<file path="src/hw/bfp_pkg.sv">
// Constants, register map and state types of the breaker failure block
// What this block does
// - Start edge launches per-phase backup, retrip timers
// - Supervise only while timers run, per mode
// - Current mode uses current flags only
// - Contact mode uses breaker closed inputs only
// - Combined mode resets only when both faultless
// - Mode off gives no outputs
// - Backup trip at expiry if fault persists
// - Trip pulses last the pulse duration, up to 1 ms short
// - Retrip per phase after both timers expire, in single pole mode only
// - Inhibit input blocks all trip outputs
// - Backup delay 100 to 60000 ms, 1000
// - Retrip delay 0 to 1000 ms, 100
// - Pulse duration 0 to 60000 ms, 100
package bfp_pkg;

  // Time base
  localparam int unsigned CLK_PERIOD_NS = 8;
  localparam int unsigned MS_NS = 1000000;
  localparam int unsigned CYC_PER_MS = MS_NS / CLK_PERIOD_NS;

  // Setting widths
  localparam int unsigned DLY_W = 16;
  localparam int unsigned RTR_W = 10;

  // Setting ranges and defaults, in milliseconds
  localparam logic [15:0] BACKUP_MIN = 16'd100;
  localparam logic [15:0] BACKUP_MAX = 16'd60000;
  localparam logic [15:0] BACKUP_RST = 16'd1000;
  localparam logic [9:0] RETRIP_MAX = 10'd1000;
  localparam logic [9:0] RETRIP_RST = 10'd100;
  localparam logic [15:0] PULSE_MAX = 16'd60000;
  localparam logic [15:0] PULSE_RST = 16'd100;

  // Register byte offsets
  localparam logic [7:0] CTRL_OFS = 8'h00;
  localparam logic [7:0] BACKUP_OFS = 8'h04;
  localparam logic [7:0] RETRIP_OFS = 8'h08;
  localparam logic [7:0] PULSE_OFS = 8'h0c;
  localparam logic [7:0] STATUS_OFS = 8'h10;
  localparam logic [7:0] MASK_OFS = 8'h14;
  localparam logic [7:0] STATE_OFS = 8'h18;

  // Control field positions
  localparam int unsigned CTRL_MODE_LSB = 0;
  localparam int unsigned CTRL_RETRIP_BIT = 2;
  localparam int unsigned CTRL_SP_BIT = 3;
  localparam logic [3:0] CTRL_RST = 4'h0;

  // Status and mask layout: bit 0 backup, bits 3:1 retrip per phase
  localparam int unsigned EVT_W = 4;
  localparam logic [3:0] MASK_RST = 4'h0;

  typedef enum logic [1:0] {
    MODE_OFF = 2'h0,
    MODE_CURRENT = 2'h1,
    MODE_CONTACT = 2'h2,
    MODE_BOTH = 2'h3
  } bfp_mode_e;

  typedef enum logic [1:0] {
    ST_IDLE = 2'b00,
    ST_RUN = 2'b01,
    ST_DONE = 2'b11
  } bfp_state_e;

endpackage : bfp_pkg

</file>
<file path="src/hw/bfp_top.sv">
// Breaker failure decision logic with APB settings and interrupt
//
// Our own choices: register access over APB and the placing of the registers.
module bfp_top #(
  parameter int unsigned CLK_PER_MS = bfp_pkg::CYC_PER_MS
) (
  input wire logic clk_i,
  input wire logic rst_i,
  input wire logic psel_i,
  input wire logic penable_i,
  input wire logic pwrite_i,
  input wire logic [7:0] paddr_i,
  input wire logic [31:0] pwdata_i,
  output logic [31:0] prdata_o,
  output logic pready_o,
  output logic pslverr_o,
  input wire logic general_start_in_i,
  input wire logic start_phase1_in_i,
  input wire logic start_phase2_in_i,
  input wire logic start_phase3_in_i,
  input wire logic breaker_closed_in_i,
  input wire logic breaker_closed_phase1_in_i,
  input wire logic breaker_closed_phase2_in_i,
  input wire logic breaker_closed_phase3_in_i,
  input wire logic inhibit_in_i,
  input wire logic [2:0] phase_current_threshold_i,
  input wire logic residual_current_threshold_i,
  output logic backup_trip_o,
  output logic [2:0] retrip_o,
  output logic irq_o
);

  // Settings
  logic [3:0] ctrl;
  logic [15:0] backup_ms;
  logic [9:0] retrip_ms;
  logic [15:0] pulse_ms;
  logic [3:0] status;
  logic [3:0] mask;
  bfp_pkg::bfp_mode_e mode;
  logic retrip_en;
  logic single_pole;

  // Time base
  logic [16:0] div_cnt;
  logic tick;

  // Per phase signals
  logic [2:0] start_ph;
  logic [2:0] closed_ph;
  logic [2:0] current_ph;
  logic [2:0] fault_ph;
  logic [2:0] running_ph;
  logic [2:0] backup_fire_ph;
  logic [2:0] retrip_fire_ph;
  logic enable;
  logic backup_fire;
  logic [2:0] retrip_fire;
  logic [3:0] events;

  // Bus decode
  logic apb_access;
  logic apb_write;
  logic apb_read;
  logic addr_ok;
  logic status_rd;
  logic [31:0] next_rdata;
  logic [15:0] retrip_clamped;

  // Out of range writes saturate at the nearest limit
  function automatic logic [15:0] clamp16(input logic [31:0] v,
                                          input logic [15:0] lo,
                                          input logic [15:0] hi);
    logic [15:0] r;
    r = v[15:0];
    if (v > {16'h0000, hi}) begin
      r = hi;
    end else if (v < {16'h0000, lo}) begin
      r = lo;
    end
    return r;
  endfunction : clamp16

  // Control fields
  assign mode = bfp_pkg::bfp_mode_e'(ctrl[bfp_pkg::CTRL_MODE_LSB +: 2]);
  assign retrip_en = ctrl[bfp_pkg::CTRL_RETRIP_BIT];
  assign single_pole = ctrl[bfp_pkg::CTRL_SP_BIT];

  always_ff @(posedge clk_i or posedge rst_i) begin
    if (rst_i) begin
      div_cnt <= 17'h00000;
      tick <= 1'b0;
    end else if (div_cnt >= 17'(CLK_PER_MS - 1)) begin
      div_cnt <= 17'h00000;
      tick <= 1'b1;
    end else begin
      div_cnt <= div_cnt + 17'h00001;
      tick <= 1'b0;
    end
  end

  assign start_ph = {3{general_start_in_i}} |
                    ({start_phase3_in_i, start_phase2_in_i,
                      start_phase1_in_i} & {3{single_pole}});

  assign closed_ph = single_pole ?
                     {breaker_closed_phase3_in_i, breaker_closed_phase2_in_i,
                      breaker_closed_phase1_in_i} :
                     {3{breaker_closed_in_i}};

  assign current_ph = phase_current_threshold_i |
                      {3{residual_current_threshold_i}};

  always_comb begin
    case (mode)
      bfp_pkg::MODE_CURRENT: fault_ph = current_ph;
      bfp_pkg::MODE_CONTACT: fault_ph = closed_ph;
      bfp_pkg::MODE_BOTH: fault_ph = current_ph | closed_ph;
      default: fault_ph = 3'b000;
    endcase
  end

  assign enable = (mode != bfp_pkg::MODE_OFF) && !inhibit_in_i;

  // One timer pair and one retrip stretcher per phase
  for (genvar p = 0; p < 3; p++) begin : g_phase
    bfp_phase_timer u_timer (
      .clk_i(clk_i),
      .rst_i(rst_i),
      .tick_i(tick),
      .enable_i(enable),
      .start_i(start_ph[p]),
      .fault_i(fault_ph[p]),
      .backup_ms_i(backup_ms),
      .retrip_ms_i(retrip_ms),
      .running_o(running_ph[p]),
      .backup_fire_o(backup_fire_ph[p]),
      .retrip_fire_o(retrip_fire_ph[p])
    );

    bfp_pulse u_retrip (
      .clk_i(clk_i),
      .rst_i(rst_i),
      .tick_i(tick),
      .clear_i(!enable),
      .trig_i(retrip_fire[p]),
      .dur_ms_i(pulse_ms),
      .pulse_o(retrip_o[p])
    );
  end

  // Any phase running off gives the common backup trip
  assign backup_fire = |backup_fire_ph;
  assign retrip_fire = retrip_fire_ph & {3{retrip_en && single_pole}};

  bfp_pulse u_backup (
    .clk_i(clk_i),
    .rst_i(rst_i),
    .tick_i(tick),
    .clear_i(!enable),
    .trig_i(backup_fire),
    .dur_ms_i(pulse_ms),
    .pulse_o(backup_trip_o)
  );

  // Status layout: bit 0 backup, bits 3:1 retrip per phase
  assign events = {retrip_fire, backup_fire};

  // APB slave, zero wait states
  assign pready_o = 1'b1;
  assign apb_access = psel_i && penable_i;
  assign apb_write = apb_access && pwrite_i;
  assign apb_read = apb_access && !pwrite_i;
  // Unmapped offsets answer with an error
  assign pslverr_o = apb_access && !addr_ok;
  // A status read clears what it reported
  assign status_rd = apb_read && (paddr_i == bfp_pkg::STATUS_OFS);

  // Mapped register offsets
  always_comb begin
    case (paddr_i)
      bfp_pkg::CTRL_OFS,
      bfp_pkg::BACKUP_OFS,
      bfp_pkg::RETRIP_OFS,
      bfp_pkg::PULSE_OFS,
      bfp_pkg::STATUS_OFS,
      bfp_pkg::MASK_OFS,
      bfp_pkg::STATE_OFS: addr_ok = 1'b1;
      default: addr_ok = 1'b0;
    endcase
  end

  // Read mux; unused upper bits read as zero
  always_comb begin
    next_rdata = 32'h00000000;
    case (paddr_i)
      bfp_pkg::CTRL_OFS: next_rdata[3:0] = ctrl;
      bfp_pkg::BACKUP_OFS: next_rdata[15:0] = backup_ms;
      bfp_pkg::RETRIP_OFS: next_rdata[9:0] = retrip_ms;
      bfp_pkg::PULSE_OFS: next_rdata[15:0] = pulse_ms;
      bfp_pkg::STATUS_OFS: next_rdata[3:0] = status;
      bfp_pkg::MASK_OFS: next_rdata[3:0] = mask;
      bfp_pkg::STATE_OFS: begin
        next_rdata[3:0] = {retrip_o, backup_trip_o};
        next_rdata[6:4] = running_ph;
      end
      default: next_rdata = 32'h00000000;
    endcase
  end

  // Read data registered at setup, stable through the access phase
  always_ff @(posedge clk_i or posedge rst_i) begin
    if (rst_i) begin
      prdata_o <= 32'h00000000;
    end else if (psel_i && !penable_i && !pwrite_i) begin
      prdata_o <= next_rdata;
    end
  end

  // Control register
  always_ff @(posedge clk_i or posedge rst_i) begin
    if (rst_i) begin
      ctrl <= bfp_pkg::CTRL_RST;
    end else if (apb_write && paddr_i == bfp_pkg::CTRL_OFS) begin
      ctrl <= pwdata_i[3:0];
    end
  end

  always_ff @(posedge clk_i or posedge rst_i) begin
    if (rst_i) begin
      backup_ms <= bfp_pkg::BACKUP_RST;
    end else if (apb_write && paddr_i == bfp_pkg::BACKUP_OFS) begin
      backup_ms <= clamp16(pwdata_i, bfp_pkg::BACKUP_MIN,
                           bfp_pkg::BACKUP_MAX);
    end
  end

  // Retrip limit widened to the clamp width
  assign retrip_clamped = clamp16(pwdata_i, 16'h0000,
                                  {6'h00, bfp_pkg::RETRIP_MAX});

  always_ff @(posedge clk_i or posedge rst_i) begin
    if (rst_i) begin
      retrip_ms <= bfp_pkg::RETRIP_RST;
    end else if (apb_write && paddr_i == bfp_pkg::RETRIP_OFS) begin
      retrip_ms <= retrip_clamped[bfp_pkg::RTR_W-1:0];
    end
  end

  always_ff @(posedge clk_i or posedge rst_i) begin
    if (rst_i) begin
      pulse_ms <= bfp_pkg::PULSE_RST;
    end else if (apb_write && paddr_i == bfp_pkg::PULSE_OFS) begin
      pulse_ms <= clamp16(pwdata_i, 16'h0000, bfp_pkg::PULSE_MAX);
    end
  end

  // Interrupt mask, same layout as status
  always_ff @(posedge clk_i or posedge rst_i) begin
    if (rst_i) begin
      mask <= bfp_pkg::MASK_RST;
    end else if (apb_write && paddr_i == bfp_pkg::MASK_OFS) begin
      mask <= pwdata_i[3:0];
    end
  end

  // Sticky events; a new event wins over the read clear
  // Only bits already shown in the read data are cleared, so an event
  // landing during the setup cycle is kept for the next read
  always_ff @(posedge clk_i or posedge rst_i) begin
    if (rst_i) begin
      status <= 4'h0;
    end else if (status_rd) begin
      status <= (status & ~prdata_o[3:0]) | events;
    end else begin
      status <= status | events;
    end
  end

  // Level interrupt, one cycle behind status
  always_ff @(posedge clk_i or posedge rst_i) begin
    if (rst_i) begin
      irq_o <= 1'b0;
    end else begin
      irq_o <= |(status & mask);
    end
  end

endmodule : bfp_top

</file>
<file path="src/hw/bfp_phase_timer.sv">
// Backup and retrip timer pair for one phase
module bfp_phase_timer (
  input wire logic clk_i,
  input wire logic rst_i,
  input wire logic tick_i,
  input wire logic enable_i,
  input wire logic start_i,
  input wire logic fault_i,
  input wire logic [15:0] backup_ms_i,
  input wire logic [9:0] retrip_ms_i,
  output logic running_o,
  output logic backup_fire_o,
  output logic retrip_fire_o
);

  bfp_pkg::bfp_state_e state;
  logic start_q;
  logic [15:0] ms_cnt;
  logic backup_done;
  logic retrip_done;
  logic backup_hit;
  logic retrip_hit;

  assign backup_hit = (ms_cnt >= backup_ms_i);
  assign retrip_hit = (ms_cnt >= {6'h00, retrip_ms_i});
  assign running_o = (state == bfp_pkg::ST_RUN);

  always_ff @(posedge clk_i or posedge rst_i) begin
    if (rst_i) begin
      start_q <= 1'b0;
    end else begin
      start_q <= start_i;
    end
  end

  always_ff @(posedge clk_i or posedge rst_i) begin
    if (rst_i) begin
      state <= bfp_pkg::ST_IDLE;
      ms_cnt <= 16'h0000;
      backup_done <= 1'b0;
      retrip_done <= 1'b0;
      backup_fire_o <= 1'b0;
      retrip_fire_o <= 1'b0;
    end else begin
      backup_fire_o <= 1'b0;
      retrip_fire_o <= 1'b0;
      case (state)
        bfp_pkg::ST_IDLE: begin
          if (enable_i && start_i && !start_q) begin
            state <= bfp_pkg::ST_RUN;
            ms_cnt <= 16'h0000;
            backup_done <= 1'b0;
            retrip_done <= 1'b0;
          end
        end
        bfp_pkg::ST_RUN: begin
          if (!enable_i || !start_i || !fault_i) begin
            state <= bfp_pkg::ST_IDLE;
          end else begin
            if (tick_i && ms_cnt != 16'hffff) begin
              ms_cnt <= ms_cnt + 16'h0001;
            end
            if (backup_hit && !backup_done) begin
              backup_done <= 1'b1;
              backup_fire_o <= 1'b1;
            end
            if (backup_hit && retrip_hit && !retrip_done) begin
              retrip_done <= 1'b1;
              retrip_fire_o <= 1'b1;
            end
            if (backup_done && retrip_done) begin
              state <= bfp_pkg::ST_DONE;
            end
          end
        end
        bfp_pkg::ST_DONE: begin
          if (!enable_i || !start_i) begin
            state <= bfp_pkg::ST_IDLE;
          end
        end
        default: begin
          state <= bfp_pkg::ST_IDLE;
        end
      endcase
    end
  end

endmodule : bfp_phase_timer

</file>
<file path="src/hw/bfp_pulse.sv">
// Trip pulse stretcher with a length in milliseconds, up to 1 ms short of the set duration
module bfp_pulse (
  input wire logic clk_i,
  input wire logic rst_i,
  input wire logic tick_i,
  input wire logic clear_i,
  input wire logic trig_i,
  input wire logic [15:0] dur_ms_i,
  output logic pulse_o
);

  logic [15:0] remain;

  always_ff @(posedge clk_i or posedge rst_i) begin
    if (rst_i) begin
      pulse_o <= 1'b0;
      remain <= 16'h0000;
    end else if (clear_i) begin
      pulse_o <= 1'b0;
      remain <= 16'h0000;
    end else if (trig_i) begin
      pulse_o <= 1'b1;
      remain <= dur_ms_i;
    end else if (pulse_o) begin
      if (remain == 16'h0000) begin
        pulse_o <= 1'b0;
      end else if (tick_i) begin
        remain <= remain - 16'h0001;
      end
    end
  end

endmodule : bfp_pulse

</file>
<file path="config.mk">
export PLATFORM = sky130hd
export DESIGN_NAME = bfp_top
export DESIGN_NICKNAME = d
export VERILOG_FILES = /design/src/hw/bfp_pkg.sv /design/src/hw/bfp_top.sv /design/src/hw/bfp_phase_timer.sv /design/src/hw/bfp_pulse.sv
export SDC_FILE = /design/constraint.sdc
export NUM_CORES = 1
export LEC_CHECK = 0
export BUFFER_PORTS_ARGS = -buffer_cell sky130_fd_sc_hd__buf_2
export CAP_MARGIN = 20
export CORE_MARGIN = 10
export CORE_UTILIZATION = 40
export CTS_CLUSTER_DIAMETER = 120
export DETAILED_ROUTE_END_ITERATION = 10
export PLACE_DENSITY = 0.65
export SLEW_MARGIN = 20
export SYNTH_ARGS = -nofsm -noshare
export SYNTH_HDL_FRONTEND = slang
export SYNTH_SLANG_ARGS = --single-unit
</file>
<file path="constraint.sdc">
create_clock -name clk_i -period 6.4 [get_ports clk_i]
set_clock_uncertainty 0.05 [all_clocks]
set_input_delay 0.32 -clock clk_i [delete_from_list [all_inputs] [get_ports clk_i]]
set_output_delay 0.32 -clock clk_i [all_outputs]
set_load 0.05 [all_outputs]
</file>
Word level (Yosys, flattened, before mapping). Index checks and enable logic that the tools add are counted.

Register bits after elaboration: 226. Output and inout port bits: 39. Logic and storage cells: 328.

$add $sub $neg: 8. $lt $le $gt $ge: 11. Equality and inequality tests: 51. Mux-type cells: 117. Bitwise logic cells: 10. Reduce and logical (&&, ||, !) cells: 92.

Operator list (count): 2-to-1 mux 16 bit (33); one-hot mux 16 bit (2 select lines) (3); logical NOT 16 bit (4); subtractor 16 x 1 -> 16 bit, second input constant (4); 2-to-1 mux 1 bit (51); adder 16 x 1 -> 16 bit, second input constant (3); >= comparator 16 x 10 -> 1 bit (3); >= comparator 16 bit (3); inequality test 16 bit, second input constant (3); AND reduction 4 bit (9); logical AND 1 bit (35); inequality test 3 bit, second input constant (11); greater-than comparator 32 x 10 -> 1 bit, second input constant (1); greater-than comparator 32 x 16 -> 1 bit, second input constant (1); less-than comparator 32 x 1 -> 1 bit, second input constant (1); less-than comparator 32 x 7 -> 1 bit, second input constant (1); one-hot mux 4 bit (7 select lines) (1); equality test 8 x 5 -> 1 bit, second input constant (3); 2-to-1 mux 2 bit (12); inequality test 2 bit, second input constant (12); AND reduction 3 bit (7); logical NOT 1 bit (20); one-hot mux 2 bit (3 select lines) (3); one-hot mux 3 bit (3 select lines) (2); other kinds (27) (63).

Depth between registers and ports, before layout. Gate-level depths: netlist of run 1.

Depth after elaboration: 7. Gate-level depth with buffers: 9. Mapped depth without buffers: 8.

Modules after synthesis. From an unflattened synthesis of run 1, not the netlist that was laid out.

Cells, all modules: 1711. Area, all modules: 14751.6 sq um.

Modules (own cells, without submodules): bfp_phase_timer (times used 3, cells an instance 214, area an instance 1793.0 sq um, seq. area each 575.6 sq um); bfp_pulse (times used 4, cells an instance 144, area an instance 1202.4 sq um, seq. area each 425.4 sq um); bfp_top (times used 1, cells an instance 493, area an instance 4563.1 sq um, seq. area each 2242.2 sq um).

Worst setup path before layout of run 1. OpenSTA, ideal clock, no wires.

Path kind: register to register. From: register u_backup.remain[0]. To: register u_backup.remain[13]. Setup time: 0.094 ns. Arrival: 2.315 ns. Data required time: 6.256 ns. Path slack: 3.941 ns. Stages on the path, launching flop included: 10. Path buffers: 1. Clock period less this slack: 2.459 ns. Cell sequence: dfrtp_1 > inv_1 > ha_1 > or4b_2 > or4_1 > clkbuf_1 > nand4_1 > nor2_1 > xnor2_1 > a211oi_1.

Cells in the longest elaborated chain, start to end: 6. Elaborated cells on any way between the ends: 9. Those cells by class: add/sub (1); eq/ne (1); mux (5); reduce/logical (2).

Ends and longest elaborated chain: start: declaration (line bfp_pulse.sv:12) `logic [15:0] remain;`; start signal: assignment (line bfp_pulse.sv:23) `remain <= dur_ms_i;`; start signal: assignment (line bfp_pulse.sv:28) `remain <= remain - 16'h0001;`; subtractor 16 x 1 -> 16 bit (line bfp_pulse.sv:28); 2-to-1 mux 16 bit (line bfp_pulse.sv:27) `end else if (tick_i) begin`; 2-to-1 mux 16 bit (line bfp_pulse.sv:25) `if (remain == 16'h0000) begin`; 2-to-1 mux 16 bit (line bfp_pulse.sv:24) `end else if (pulse_o) begin`; 2-to-1 mux 16 bit (line bfp_pulse.sv:21) `end else if (trig_i) begin`; 2-to-1 mux 16 bit (line bfp_pulse.sv:18) `end else if (clear_i) begin`.

Several ways; a longest one is shown, not always the timed one. The select of a mux whose other input is x is not followed. A chain may end at the register's enable or synchronous reset.

Final worst setup path of run 1.
From: register g_phase[1].u_timer.ms_cnt[1]. To: register g_phase[1].u_timer.ms_cnt[15].

Cells in the longest elaborated chain, start to end: 4. Elaborated cells on any way between the ends: 8. Those cells by class: add/sub (1); eq/ne (2); mux (3); reduce/logical (2).

Ends and longest elaborated chain: start: declaration (line bfp_phase_timer.sv:18) `logic [15:0] ms_cnt;`; start signal: assignment (line bfp_phase_timer.sv:61) `ms_cnt <= ms_cnt + 16'h0001;`; adder 16 x 1 -> 16 bit / inequality test 16 bit (equally long branches) (line bfp_phase_timer.sv:61, bfp_phase_timer.sv:60); 2-to-1 mux 16 bit / logical AND 1 bit (equally long branches) (line bfp_phase_timer.sv:60) `if (tick_i && ms_cnt != 16'hffff) begin`; 2-to-1 mux 16 bit / inequality test 2 bit (equally long branches); one-hot mux 16 bit (2 select lines) / AND reduction 4 bit (equally long branches).

Several ways; a longest one is shown, not always the timed one. The select of a mux whose other input is x is not followed.

==> impl_metrics.py, run 1 <==
metrics = {
    "power_and_ir_drop": {
        "max-vdd-ir-drop_uv": 179.0,
        "netSwitchingPower_mw": 0.7915,
        "comb_power_share_pct": 6.5,
        "powerDensity_nw_per_um2": 213.3,
        "clock_power_share_pct": 47.9,
        "pwr-share-seq_pct": 45.6,
        "swShare_pct": 24.60,
        "p_leak_nw": 6.655,
        "internal_power_mw": 2.426,
    },
    "clock_network": {
        "clkLatencyLatePin_ns": 0.56,
        "ctsLongestPathBuffers": 3,
        "cts_buffers": 26,
        "htree_levels": 1,
        "root_buffer": "clkbuf_16",
        "clk_pin_slew_ns": 0.06,
        "cts_sinks": 226,
        "cts_tree": "done",
        "post_cts_buffers": 0,
        "post_cts_resized": 0,
    },
    "layout": {
        "finalNetCount": 1642,
        "area_delta_synth_final_pct": 12.96,
        "drive_above_1_share_pct": 12.32,
    },
    "detailed_routing": {
        "wirelength_um": 40070,
        "antenna_left": 0,
        "drt-vias-per-instance": 5.849,
        "wl_per_cell_um": 20.43,
        "drc": 0,
        "via_count": 11470,
        "drt_iter0_drc": 975,
        "drt_pre_antenna_iters": 5,
    },
    "floorplan": {
        "core_um2": 32700,
        "die_h_um": 202.7,
        "rows": 66,
        "chipWidth_um": 202.7,
        "initial_utilization_pct": 40.84,
        "pin_count": 97,
        "die-area_um2": 41100,
    },
    "synthesis": {
        "yosysWarnings": 0,
        "synthArstFlopShare_pct": 100.0,
        "yosysTopAreaCellShare_pct": 40.09,
        "seq_area_frac_synth_pct": 42.45,
        "synth_seq_cells": 226,
        "synth_edf_count": 0,
        "synth-main-ff-cell": "dfrtp_1",
        "synth_area_leader_cell": "dfrtp_1",
        "synth.avg_cell_area_um2": 9.314,
        "synthTopCellsByArea": "dfrtp_1 40%, ha_1 8.1%, nor2_1 4.2%",
        "synth_cell_types": 76,
        "synthCells": 1434,
        "synthesis.area_um2": 13360,
    },
    "min_path": {
        "hold_start": "start_phase1_in_i",
        "hold_path.class": "in2reg",
        "min_path_cells": 3,
    },
    "sta": {
        "setup_viol": 0,
        "clock.fmax_mhz": 348.0,
        "fin_crit_sh_pct": 44.90,
        "rsz0062_at_grt": "false",
        "drv_slew": 0,
        "hold_viol": 0,
        "min_period_ns": 2.874,
        "hold_ws_ns": 0.02343,
        "setup-tns-final_ns": 0,
        "slew_headroom_pct": 27.97,
        "tightestPinTransition_ns": 1.077,
    },
    "setup_path": {
        "cp-startpoint": "g_phase[1].u_timer.ms_cnt[1]$_DFFE_PP0P_",
        "endpoint_kind": "register",
        "ff2ff_path_depth": 8,
        "timing.rr.end": "g_phase[1].u_timer.ms_cnt[15]$_DFFE_PP0P_",
        "criticalPathCategory": "reg2reg",
        "worstPathRequired_ns": 6.83,
        "arrival_ns": 3.31,
        "startpoint_type": "register",
        "critical_path.max_fanout": 9,
        "r2r_slack_ns": 3.53,
        "regToRegStartpoint": "g_phase[1].u_timer.ms_cnt[1]$_DFFE_PP0P_",
        "worstSetupEndpoint": "g_phase[1].u_timer.ms_cnt[15]$_DFFE_PP0P_",
    },
    "global_routing": {
        "overflow": 0,
        "grt_pass1_vias": 11120,
        "grt_use_total_pct": 18.88,
        "antenna_found_initial": 1,
        "grt_pass1_wl_um": 62890,
        "grt_max_degree": 80,
    },
    "place": {
        "hpwl_um": 28900,
        "gp_congestion": 0.9214,
        "port_buffers": 79,
    },
    "run_status": {
        "status": "finished clean",
    },
    "run": {
        "max-cap-violations": 0,
    },
}
-- per-stage QoR --
step / power, mW / instance area, um^2 / setup slack [ns] / cells / util, %
floorplan: 1.629 / 13420 / 3.088 / 1449 / -
global placement: 1.694 / 14100 / 3.412 / 1907 / 43.11
detailed placement: 1.698 / 14110 / 3.286 / 1907 / 43.14
CTS: 3.246 / 15040 / 3.278 / 1959 / 45.98
global route: 3.327 / 15090 / 3.269 / 1961 / 46.14
finish: 3.218 / 15090 / 3.527 / 1961 / 46.14
-- power by group through the flow --
stage	logic [mW]	registers (mW)	clock network, mW
after CTS	0.208	1.47	1.57
after detailed placement	0.205	1.49	0
after global routing	0.229	1.47	1.63
final	0.209	1.47	1.54
after floorplan	0.108	1.52	0
after global placement	0.202	1.49	0
-- layer usage --
layer  up-vias  share of wire, %  global-route usage (%)
met5         -                 0                       0
met2       365                46                   29.86
met4         0               2.9                   6.288
li1       5381                 -                       -
met1      5640                45                   25.35
met3        83               6.2                   3.726
-- registers in the layout, indices dropped and copies added, names as in the netlist --
register / flops
irq_o: 1
pulse_ms: 16
u_backup.remain: 16
backup_ms: 16
status: 4
tick: 1
div_cnt: 17
g_phase.u_timer.start_q: 3
g_phase.u_timer.ms_cnt: 48
prdata_o: 16
u_backup.pulse_o: 1
g_phase.u_timer.state: 6
g_phase.u_timer.backup_fire_o: 3
mask: 4
g_phase.u_timer.retrip_done: 3
ctrl: 4
retrip_ms: 10
g_phase.u_timer.backup_done: 3
g_phase.u_timer.retrip_fire_o: 3
g_phase.u_retrip.pulse_o: 3
g_phase.u_retrip.remain: 48
-- worst min path at each step --
stage               slack, ns                                          to
finish                   0.02        g_phase[0].u_timer.start_q$_DFF_PP0_
global route             0.02                    pulse_ms[10]$_DFFE_PP0P_
CTS                      0.01                    pulse_ms[10]$_DFFE_PP0P_
detailed placement       0.42                     prdata_o[7]$_DFFE_PP0P_
global placement         0.41                     prdata_o[9]$_DFFE_PP0P_
floorplan                0.37  g_phase[2].u_timer.retrip_fire_o$_DFF_PP0_
-- cell usage after synthesis (all sizes together), types with 4 or more instances --
cell       n
nor4b      4
buf       24
or4       19
nand2     84
dfstp     12
nor4      32
o211ai    13
a22oi      5
a31oi     14
a211o      8
inv       53
a2111oi   11
or3       32
and4       8
dfrtp    214
nand3     50
ha        86
a221oi     7
xnor2     53
nand2b     8
mux2       9
nor3      49
a222oi     7
nor2     150
a21oi    105
o311ai     4
clkbuf    49
a22o      27
and3      19
o22a       5
or2        6
a211oi    16
nor2b      5
xor2      45
nand4     30
o21ai     97
a21o      12
mux2i     11
nand4b     4
a2bb2oi    5
-- critical path, cell delays in order (launching register included) --
cell	delay [ns]
dfrtp_1	0.43
ha_1	0.23
nand3_1	0.13
or2_2	0.37
o41ai_1	0.79
buf_4	0.29
a211oi_1	0.14
a211o_1	0.34
nand2_1	0.05
-- cells by family (layout without fill, tap and decap cells) --
group	count (synthesis)	after routing	synth area share (%)
adder cells (fa/ha/maj)	86	86	8.056
AND/OR/NAND/NOR	514	514	19.79
flip-flops	226	226	42.45
AO/OA/AOI/OAI	362	362	17.47
other	2	18	0.05623
buffers and inverters	126	195	4.159
multiplexers	20	20	1.583
XOR/XNOR	98	98	6.426
-- cell usage in the layout (no fill, tap or decap), types with 12 or more instances in the layout --
cell type  Yosys  final
a22o_1        27     27
dfstp_2       12     12
a31oi_1       14     14
a21o_1        12     12
nor4_1        29     28
xor2_1        45     45
clkbuf_16      0     26
conb_1         2     17
o211ai_1      13     13
inv_1         53     52
nor3_1        47     44
and3_1        19     19
nand4_1       30     30
ha_1          86     86
dfrtp_1      214    214
a211oi_1      15     15
nor2_1       150    148
buf_2          2     79
nand2_1       84     84
a21oi_1      105    105
nand3_1       50     48
xnor2_1       53     53
o21ai_0       95     95
or4_1         18     18
or3_1         30     30
-- layout make-up --
type	instances	area (um^2)
diodes	1	2.502
clock buffers	35	734.5
clock inverters	13	153.9
fillers	3154	17610
inverters	53	202.7
multi-input cells	1097	7233
flip-flops and latches	226	5670
well taps	442	553.0
repair buffers	94	538.0
-- repair_timing --
action                                  CTS  global route
hold endpoints to repair                 60             0
endpoints found under the setup margin    0             0
hold buffers                              4             0
No activity file was read; power rests on OpenSTA's default activity.
==> inputs of run 2 (changes only) <==
--- a/config.mk
+++ b/config.mk
@@ -11,7 +11,7 @@
 export CORE_UTILIZATION = 40
 export CTS_CLUSTER_DIAMETER = 120
 export DETAILED_ROUTE_END_ITERATION = 10
-export PLACE_DENSITY = 0.65
+export PLACE_DENSITY = 0.63
 export SLEW_MARGIN = 20
 export SYNTH_ARGS = -nofsm -noshare
 export SYNTH_HDL_FRONTEND = slang
==> constraint.sdc (replaced) <==
create_clock -name clk_i -period 3 [get_ports clk_i]
set_clock_uncertainty 0.05 [all_clocks]
set_input_delay 0.15 -clock clk_i [delete_from_list [all_inputs] [get_ports clk_i]]
set_output_delay 0.15 -clock clk_i [all_outputs]
set_load 0.05 [all_outputs]
==> run 2 against run 1 <==
- non-clock buffer count is 49 higher
- routed wire length grew 1.7%
- final area rose by 2.8%
- clock-buffer cell count is 2 higher
- first-iteration DRC count up 16%
- power up 120%
- critical endpoint is now u_backup.remain[9]$_DFFE_PP0P_
==> impl_metrics.py, run 2 (synthesis gave the netlist of run 1 again) <==
metrics = {
    "setup_path": {
        "endpoint_kind": "register",
        "timing.rr.end": "u_backup.remain[9]$_DFFE_PP0P_",
        "cp-startpoint": "u_backup.remain[0]$_DFFE_PP0P_",
        "cp_cell_sequence": "inv_1 > ha_1 > or4b_2 > or4_1 > nand4_1 > nor3_1 > xnor2_1 > a21oi_1",
        "criticalPathCategory": "reg2reg",
        "crit_path_max_incr_delay_ns": 0.59,
        "r2r_slack_ns": 0.31,
        "regToRegStartpoint": "u_backup.remain[0]$_DFFE_PP0P_",
        "ff2ff_path_depth": 8,
        "arrival_ns": 3.05,
        "worstPathRequired_ns": 3.36,
        "worstSetupEndpoint": "u_backup.remain[9]$_DFFE_PP0P_",
        "critical_path.max_fanout": 7,
        "crit_slowest_cell": "or4b_2",
        "startpoint_type": "register",
    },
    "layout": {
        "drive_above_1_share_pct": 13.38,
        "n_antenna_cell": 0,
        "seqCellArea_um2": 5670,
        "reg_top3": "g_phase.u_retrip.remain: 48 flops, g_phase.u_timer.ms_cnt: 48 flops, div_cnt: 17 flops",
        "area_delta_synth_final_pct": 16.13,
        "fillCellCount": 3157,
        "finalNetCount": 1692,
        "mostFrequentLayoutCell": "dfrtp_1",
        "multiInputGateArea_um2": 7201,
        "final_cell_mix": "214 x dfrtp_1, 150 x nor2_1, 105 x a21oi_1, 95 x o21ai_0, 86 x ha_1",
        "fin_area_um2": 15510,
    },
    "clock_network": {
        "cts_tree": "done",
        "post_cts_buffers": 0,
        "clk_pin_slew_ns": 0.06,
        "clkLatencyLatePin_ns": 0.55,
        "root_buffer": "clkbuf_16",
        "htree_levels": 1,
        "cts_buffers": 27,
        "ctsLongestPathBuffers": 3,
        "cts_sinks": 226,
        "holdBufCountCts": 26,
        "post_cts_resized": 0,
    },
    "global_routing": {
        "grt_use_total_pct": 19.36,
        "overflow": 0,
        "grt_pass1_vias": 11290,
        "antenna_found_initial": 0,
        "grt_pass1_wl_um": 64050,
        "grt_max_degree": 77,
    },
    "sta": {
        "tightestPinTransition_ns": 0.9497,
        "rsz0062_at_grt": "false",
        "slew_headroom_pct": 36.41,
        "min_period_ns": 2.687,
        "setup-tns-final_ns": 0,
        "hold_ws_ns": 0.08818,
        "hold_viol": 0,
        "fin_crit_sh_pct": 89.56,
        "clock.fmax_mhz": 372.2,
        "setup_viol": 0,
        "drv_slew": 0,
    },
    "detailed_routing": {
        "drt_iter0_drc": 1130,
        "wirelength_um": 40730,
        "wl_per_cell_um": 20.25,
        "drt_pre_antenna_iters": 10,
        "antenna_left": 0,
        "via_count": 11680,
        "drt-vias-per-instance": 5.807,
        "drc": 0,
    },
    "place": {
        "port_buffers": 79,
        "place_area_um2": 14350,
        "gp_congestion": 0.9217,
        "hpwl_um": 29540,
    },
    "power_and_ir_drop": {
        "pwr-share-seq_pct": 45.2,
        "swShare_pct": 24.91,
        "powerDensity_nw_per_um2": 446.6,
        "comb_power_share_pct": 6.9,
        "max-vdd-ir-drop_uv": 405.8,
        "clock_power_share_pct": 48.0,
        "p_leak_nw": 6.888,
        "design_power_total_mw": 6.927,
        "internal_power_mw": 5.201,
        "netSwitchingPower_mw": 1.726,
    },
    "run": {
        "max-cap-violations": 0,
    },
    "floorplan": {
        "die_h_um": 202.7,
        "core_um2": 32700,
        "initial_utilization_pct": 40.84,
        "chipWidth_um": 202.7,
        "die-area_um2": 41100,
        "pin_count": 97,
        "rows": 66,
    },
    "min_path": {
        "hold_path.class": "in2reg",
    },
    "run_status": {
        "status": "finished clean",
    },
}
==> run 2: how the worst min path moves through the flow <==
stage	start	to	slack [ns]	depth (start not counted)
after floorplan	pwdata_i[11]	backup_ms[11]$_DFFE_PP0P_	0.22	1
after global routing	paddr_i[2]	prdata_o[3]$_DFFE_PP0P_	0.13	3
after CTS	paddr_i[2]	prdata_o[3]$_DFFE_PP0P_	0.07	3
final	paddr_i[2]	prdata_o[3]$_DFFE_PP0P_	0.09	3
after detailed placement	rst_i	pulse_ms[7]$_DFFE_PP0P_	0.20	2
after global placement	rst_i	pulse_ms[10]$_DFFE_PP0P_	0.21	2
==> run 2: metal layers <==
layer  routed length (um)  GRT usage [%]
met5                    0              0
met4                 1200          5.356
met3                 2972          3.264
met2                18710          31.03
met1                17850          26.40
==> run 2: final cells by class <==
type                    count  area share, %
clock buffers              37          4.985
repair buffers            143          6.308
flip-flops and latches    226          36.56
clock inverters            13         0.8550
inverters                  53          1.307
multi-input cells        1097          46.42
well taps                 442          3.565
==> run 2: worst max-delay path, delay by kind of cell (launching register included) <==
family / cells / cell delay [ns]
fa+ha+maj: 1 / 0.22
flops: 1 / 0.38
xor+xnor: 1 / 0.20
buf+inv: 1 / 0.09
compound gates: 1 / 0.11
simple gates: 4 / 1.49
==> run 2: power groups by stage <==
stage / Combinational (mW) / Sequential, mW / Clock (mW)
finish: 0.475 / 3.13 / 3.32
global route: 0.518 / 3.13 / 3.51
CTS: 0.478 / 3.13 / 3.38
detailed placement: 0.449 / 3.18 / 0
global placement: 0.442 / 3.18 / 0
floorplan: 0.231 / 3.24 / 0
==> run 2: stage by stage <==
| step | cells | utilization, % | setup WS (ns) |
|---|---|---|---|
| finish | 2011 | 47.43 | 0.3131 |
| detailed placement | 1935 | 43.87 | 0.3629 |
| global placement | 1935 | 43.87 | 0.4343 |
| global route | 2011 | 47.43 | 0.08726 |
| CTS | 2011 | 47.43 | 0.3333 |
| floorplan | 1449 | - | -0.1422 |
==> inputs of run 3 (changes only) <==
--- a/config.mk
+++ b/config.mk
@@ -5,13 +5,14 @@
 export SDC_FILE = /design/constraint.sdc
 export NUM_CORES = 1
 export LEC_CHECK = 0
+export ABC_AREA = 1
 export BUFFER_PORTS_ARGS = -buffer_cell sky130_fd_sc_hd__buf_2
 export CAP_MARGIN = 20
 export CORE_MARGIN = 10
 export CORE_UTILIZATION = 40
 export CTS_CLUSTER_DIAMETER = 120
 export DETAILED_ROUTE_END_ITERATION = 10
-export PLACE_DENSITY = 0.63
+export PLACE_DENSITY = 0.65
 export SLEW_MARGIN = 20
 export SYNTH_ARGS = -nofsm -noshare
 export SYNTH_HDL_FRONTEND = slang
==> constraint.sdc (replaced) <==
create_clock -name clk_i -period 2.3 [get_ports clk_i]
set_clock_uncertainty 0.05 [all_clocks]
set_input_delay 0.115 -clock clk_i [delete_from_list [all_inputs] [get_ports clk_i]]
set_output_delay 0.115 -clock clk_i [all_outputs]
set_load 0.05 [all_outputs]
==> run 3 against run 2 <==
- die area is 15% higher
- utilization is 1.5 points lower
- power is 36% higher
- critical endpoint is now g_phase[1].u_timer.backup_done$_DFFE_PP0P_
- critical path depth stayed put
- worst setup slack worse by 0.045 ns
==> impl_metrics.py, run 3 <==
metrics = {
    "layout": {
        "reg_top3": "g_phase.u_retrip.remain: 48 flops, g_phase.u_timer.ms_cnt: 48 flops, div_cnt: 17 flops",
        "drive_above_1_share_pct": 10.20,
        "area_delta_synth_final_pct": 13.93,
        "final_core_util_pct": 45.90,
        "final_cell_mix": "662 x nand2_1, 275 x nor2_1, 236 x inv_1, 214 x dfrtp_1, 190 x nand3_1",
        "finalNetCount": 2497,
        "mostFrequentLayoutCell": "nand2_1",
        "fillCellCount": 3932,
    },
    "synthesis": {
        "synthArstFlopShare_pct": 100.0,
        "synth_cell_types": 51,
        "synth_edf_count": 0,
        "synth.avg_cell_area_um2": 6.978,
        "synth-main-ff-cell": "dfrtp_1",
        "synth_compound_area_share_pct": 10.56,
        "synthXorXnorAreaFrac_pct": 2.989,
        "yosysWarnings": 0,
        "seq_area_frac_synth_pct": 36.51,
        "synthTopCellsByArea": "dfrtp_1 34%, nand2_1 16%, ha_1 6.9%",
        "netlist_top_cells_count": "663 x nand2_1, 275 x nor2_1, 237 x inv_1, 214 x dfrtp_1, 190 x nand3_1",
        "synthAdderAreaFrac_pct": 6.928,
        "synth_top_family_by_area": "simple AND/OR/NAND/NOR gates",
        "synthesis.area_um2": 15530,
        "synth_seq_cells": 226,
        "synth.area.mux_share_pct": 0,
        "yosys.area_share.simple_pct": 34.15,
        "synth_area_leader_cell": "dfrtp_1",
        "synthCells": 2226,
        "yosysTopAreaCellShare_pct": 34.48,
        "synth.most_common_cell": "nand2_1",
    },
    "clock_network": {
        "clkLatencyLatePin_ns": 0.57,
        "ctsLongestPathBuffers": 3,
        "clk_pin_slew_ns": 0.06,
        "cts_tree": "done",
        "post_cts_buffers": 0,
        "htree_levels": 1,
        "root_buffer": "clkbuf_16",
        "cts_sinks": 226,
        "cts_buffers": 27,
    },
    "global_routing": {
        "grt_pass1_vias": 14390,
        "grt_use_total_pct": 20.04,
        "grt_max_degree": 43,
        "grt_pass1_wl_um": 76670,
        "overflow": 0,
        "antenna_found_initial": 1,
    },
    "setup_path": {
        "startpoint_type": "register",
        "endpoint_kind": "register",
        "crit_buf_inv": 1,
        "worstPathRequired_ns": 2.68,
        "critical_path.max_fanout": 4,
        "criticalPathCategory": "reg2reg",
        "cp_common_cell": "nand2_1",
        "crit_family": "simple AND/OR/NAND/NOR gates",
        "crit_path_max_incr_delay_ns": 0.37,
        "crit_slowest_cell": "dfrtp_1",
        "cp_cell_sequence": "inv_1 > ha_1 > a21oi_1 > o21ai_0 > nor2_1 > nand2_1 > nand2_1 > a21boi_0",
        "arrival_ns": 2.42,
    },
    "power_and_ir_drop": {
        "max-vdd-ir-drop_uv": 505.8,
        "p_leak_nw": 9.214,
        "powerDensity_nw_per_um2": 531.2,
        "design_power_total_mw": 9.399,
    },
    "floorplan": {
        "die-area_um2": 47110,
        "pin_count": 97,
        "chipWidth_um": 217.1,
        "initial_utilization_pct": 40.28,
        "core_um2": 38560,
        "rows": 72,
        "die_h_um": 217.1,
    },
    "sta": {
        "fin_ws_ns": 0.2684,
        "setup-tns-final_ns": 0,
        "fin_crit_sh_pct": 88.33,
        "slew_headroom_pct": 41.24,
        "hold_viol": 0,
        "tightestPinTransition_ns": 0.8795,
        "drv_slew": 0,
        "setup_viol": 0,
        "clock.fmax_mhz": 492.2,
        "min_period_ns": 2.032,
        "rsz0062_at_grt": "false",
    },
    "run_status": {
        "status": "finished clean",
    },
    "place": {
        "dpl_worst_slack_ns": 0.2579,
        "port_buffers": 79,
        "gp_congestion": 0.9634,
        "hpwl_um": 35870,
    },
    "min_path": {
        "hold_path.class": "in2reg",
    },
    "detailed_routing": {
        "wl_per_cell_um": 16.66,
        "drt_pre_antenna_iters": 5,
        "drc": 0,
        "drt_iter0_drc": 1220,
        "via_count": 14840,
        "wirelength_um": 48180,
        "antenna_left": 0,
        "drt-vias-per-instance": 5.130,
    },
    "run": {
        "max-cap-violations": 0,
    },
}
==> run 3: area by class of cell <==
type                       instances  area (um^2)  share of cell area, %
antenna                            1        2.502                0.01414
clock buffer                      42        752.0                  4.249
clock inverter                     7        66.31                 0.3747
inverter                         254        957.2                  5.409
multi-input combinational       1699         8561                  48.38
sequential                       226         5670                  32.04
tap                              518        648.1                  3.663
timing repair buffer             145         1039                  5.869
==> run 3: cells by family after synthesis <==
| logic type | after synthesis |
|---|---|
| simple gates | 1249 |
| buf+inv | 316 |
| fa+ha+maj | 86 |
| flops | 226 |
| compound gates | 294 |
| other cells | 2 |
| xor+xnor | 53 |
==> run 3: worst min-delay path, cell delays in order <==
cell and delay [ns]:
buf_2 0.12, o21bai_4 0.13, buf_12 0.20, a21oi_1 0.07
==> run 3: per-stage QoR <==
stage	instance area [um^2]	hold slack, ns	instances
2_1_floorplan	15590	0.1764	2241
4_1_cts	17690	0.05207	2891
6_report	17700	0.06906	2892
5_1_grt	17700	0.06347	2892
3_5_place_dp	16630	0.2750	2818
3_3_place_gp	16630	0.2688	2818
==> run 3: worst paths after layout <==
kind	startpoint	to	slack, ns	cells after the start
worst max-delay path	backup_ms[13]$_DFFE_PP0P_	g_phase[1].u_timer.backup_done$_DFFE_PP0P_	0.27	8
worst min-delay path	inhibit_in_i	g_phase[2].u_retrip.pulse_o$_DFF_PP0_	0.07	4
worst max register to register	backup_ms[13]$_DFFE_PP0P_	g_phase[1].u_timer.backup_done$_DFFE_PP0P_	0.27	8
worst min register to register	g_phase[0].u_timer.backup_done$_DFFE_PP0P_	g_phase[0].u_timer.backup_fire_o$_DFF_PP0_	0.38	1
max in group asynchronous	rst_i	backup_ms[6]$_DFFE_PP1P_	1.24	4
min in group asynchronous	rst_i	backup_ms[15]$_DFFE_PP0P_	0.23	3
==> run 3: per-layer routing <==
| metal | wire length (um) | track usage (%) | up-vias |
|---|---|---|---|
| li1 | - | - | 7451 |
| met1 | 21150 | 25.92 | 6881 |
| met2 | 21790 | 32.54 | 401 |
| met3 | 3303 | 3.856 | 104 |
| met4 | 1927 | 7.667 | 0 |
| met5 | 0 | 0 | - |
==> run 3: timing repair <==
| item | CTS | global route |
|---|---|---|
| hold buffers | 24 | 0 |
| resized for setup | 0 | 1 |
| endpoints found under the setup margin | 0 | 3 |
| endpoints found under the hold margin | 77 | 0 |
==> run 3: power breakdown <==
| group | total (mW) | switching, mW | leakage [nW] | internal [mW] |
|---|---|---|---|---|
| Sequential | 4.12 | 0.0609 | 2.93 | 4.06 |
| Clock | 4.10 | 1.75 | 0.397 | 2.35 |
| Combinational | 1.18 | 0.797 | 5.88 | 0.388 |
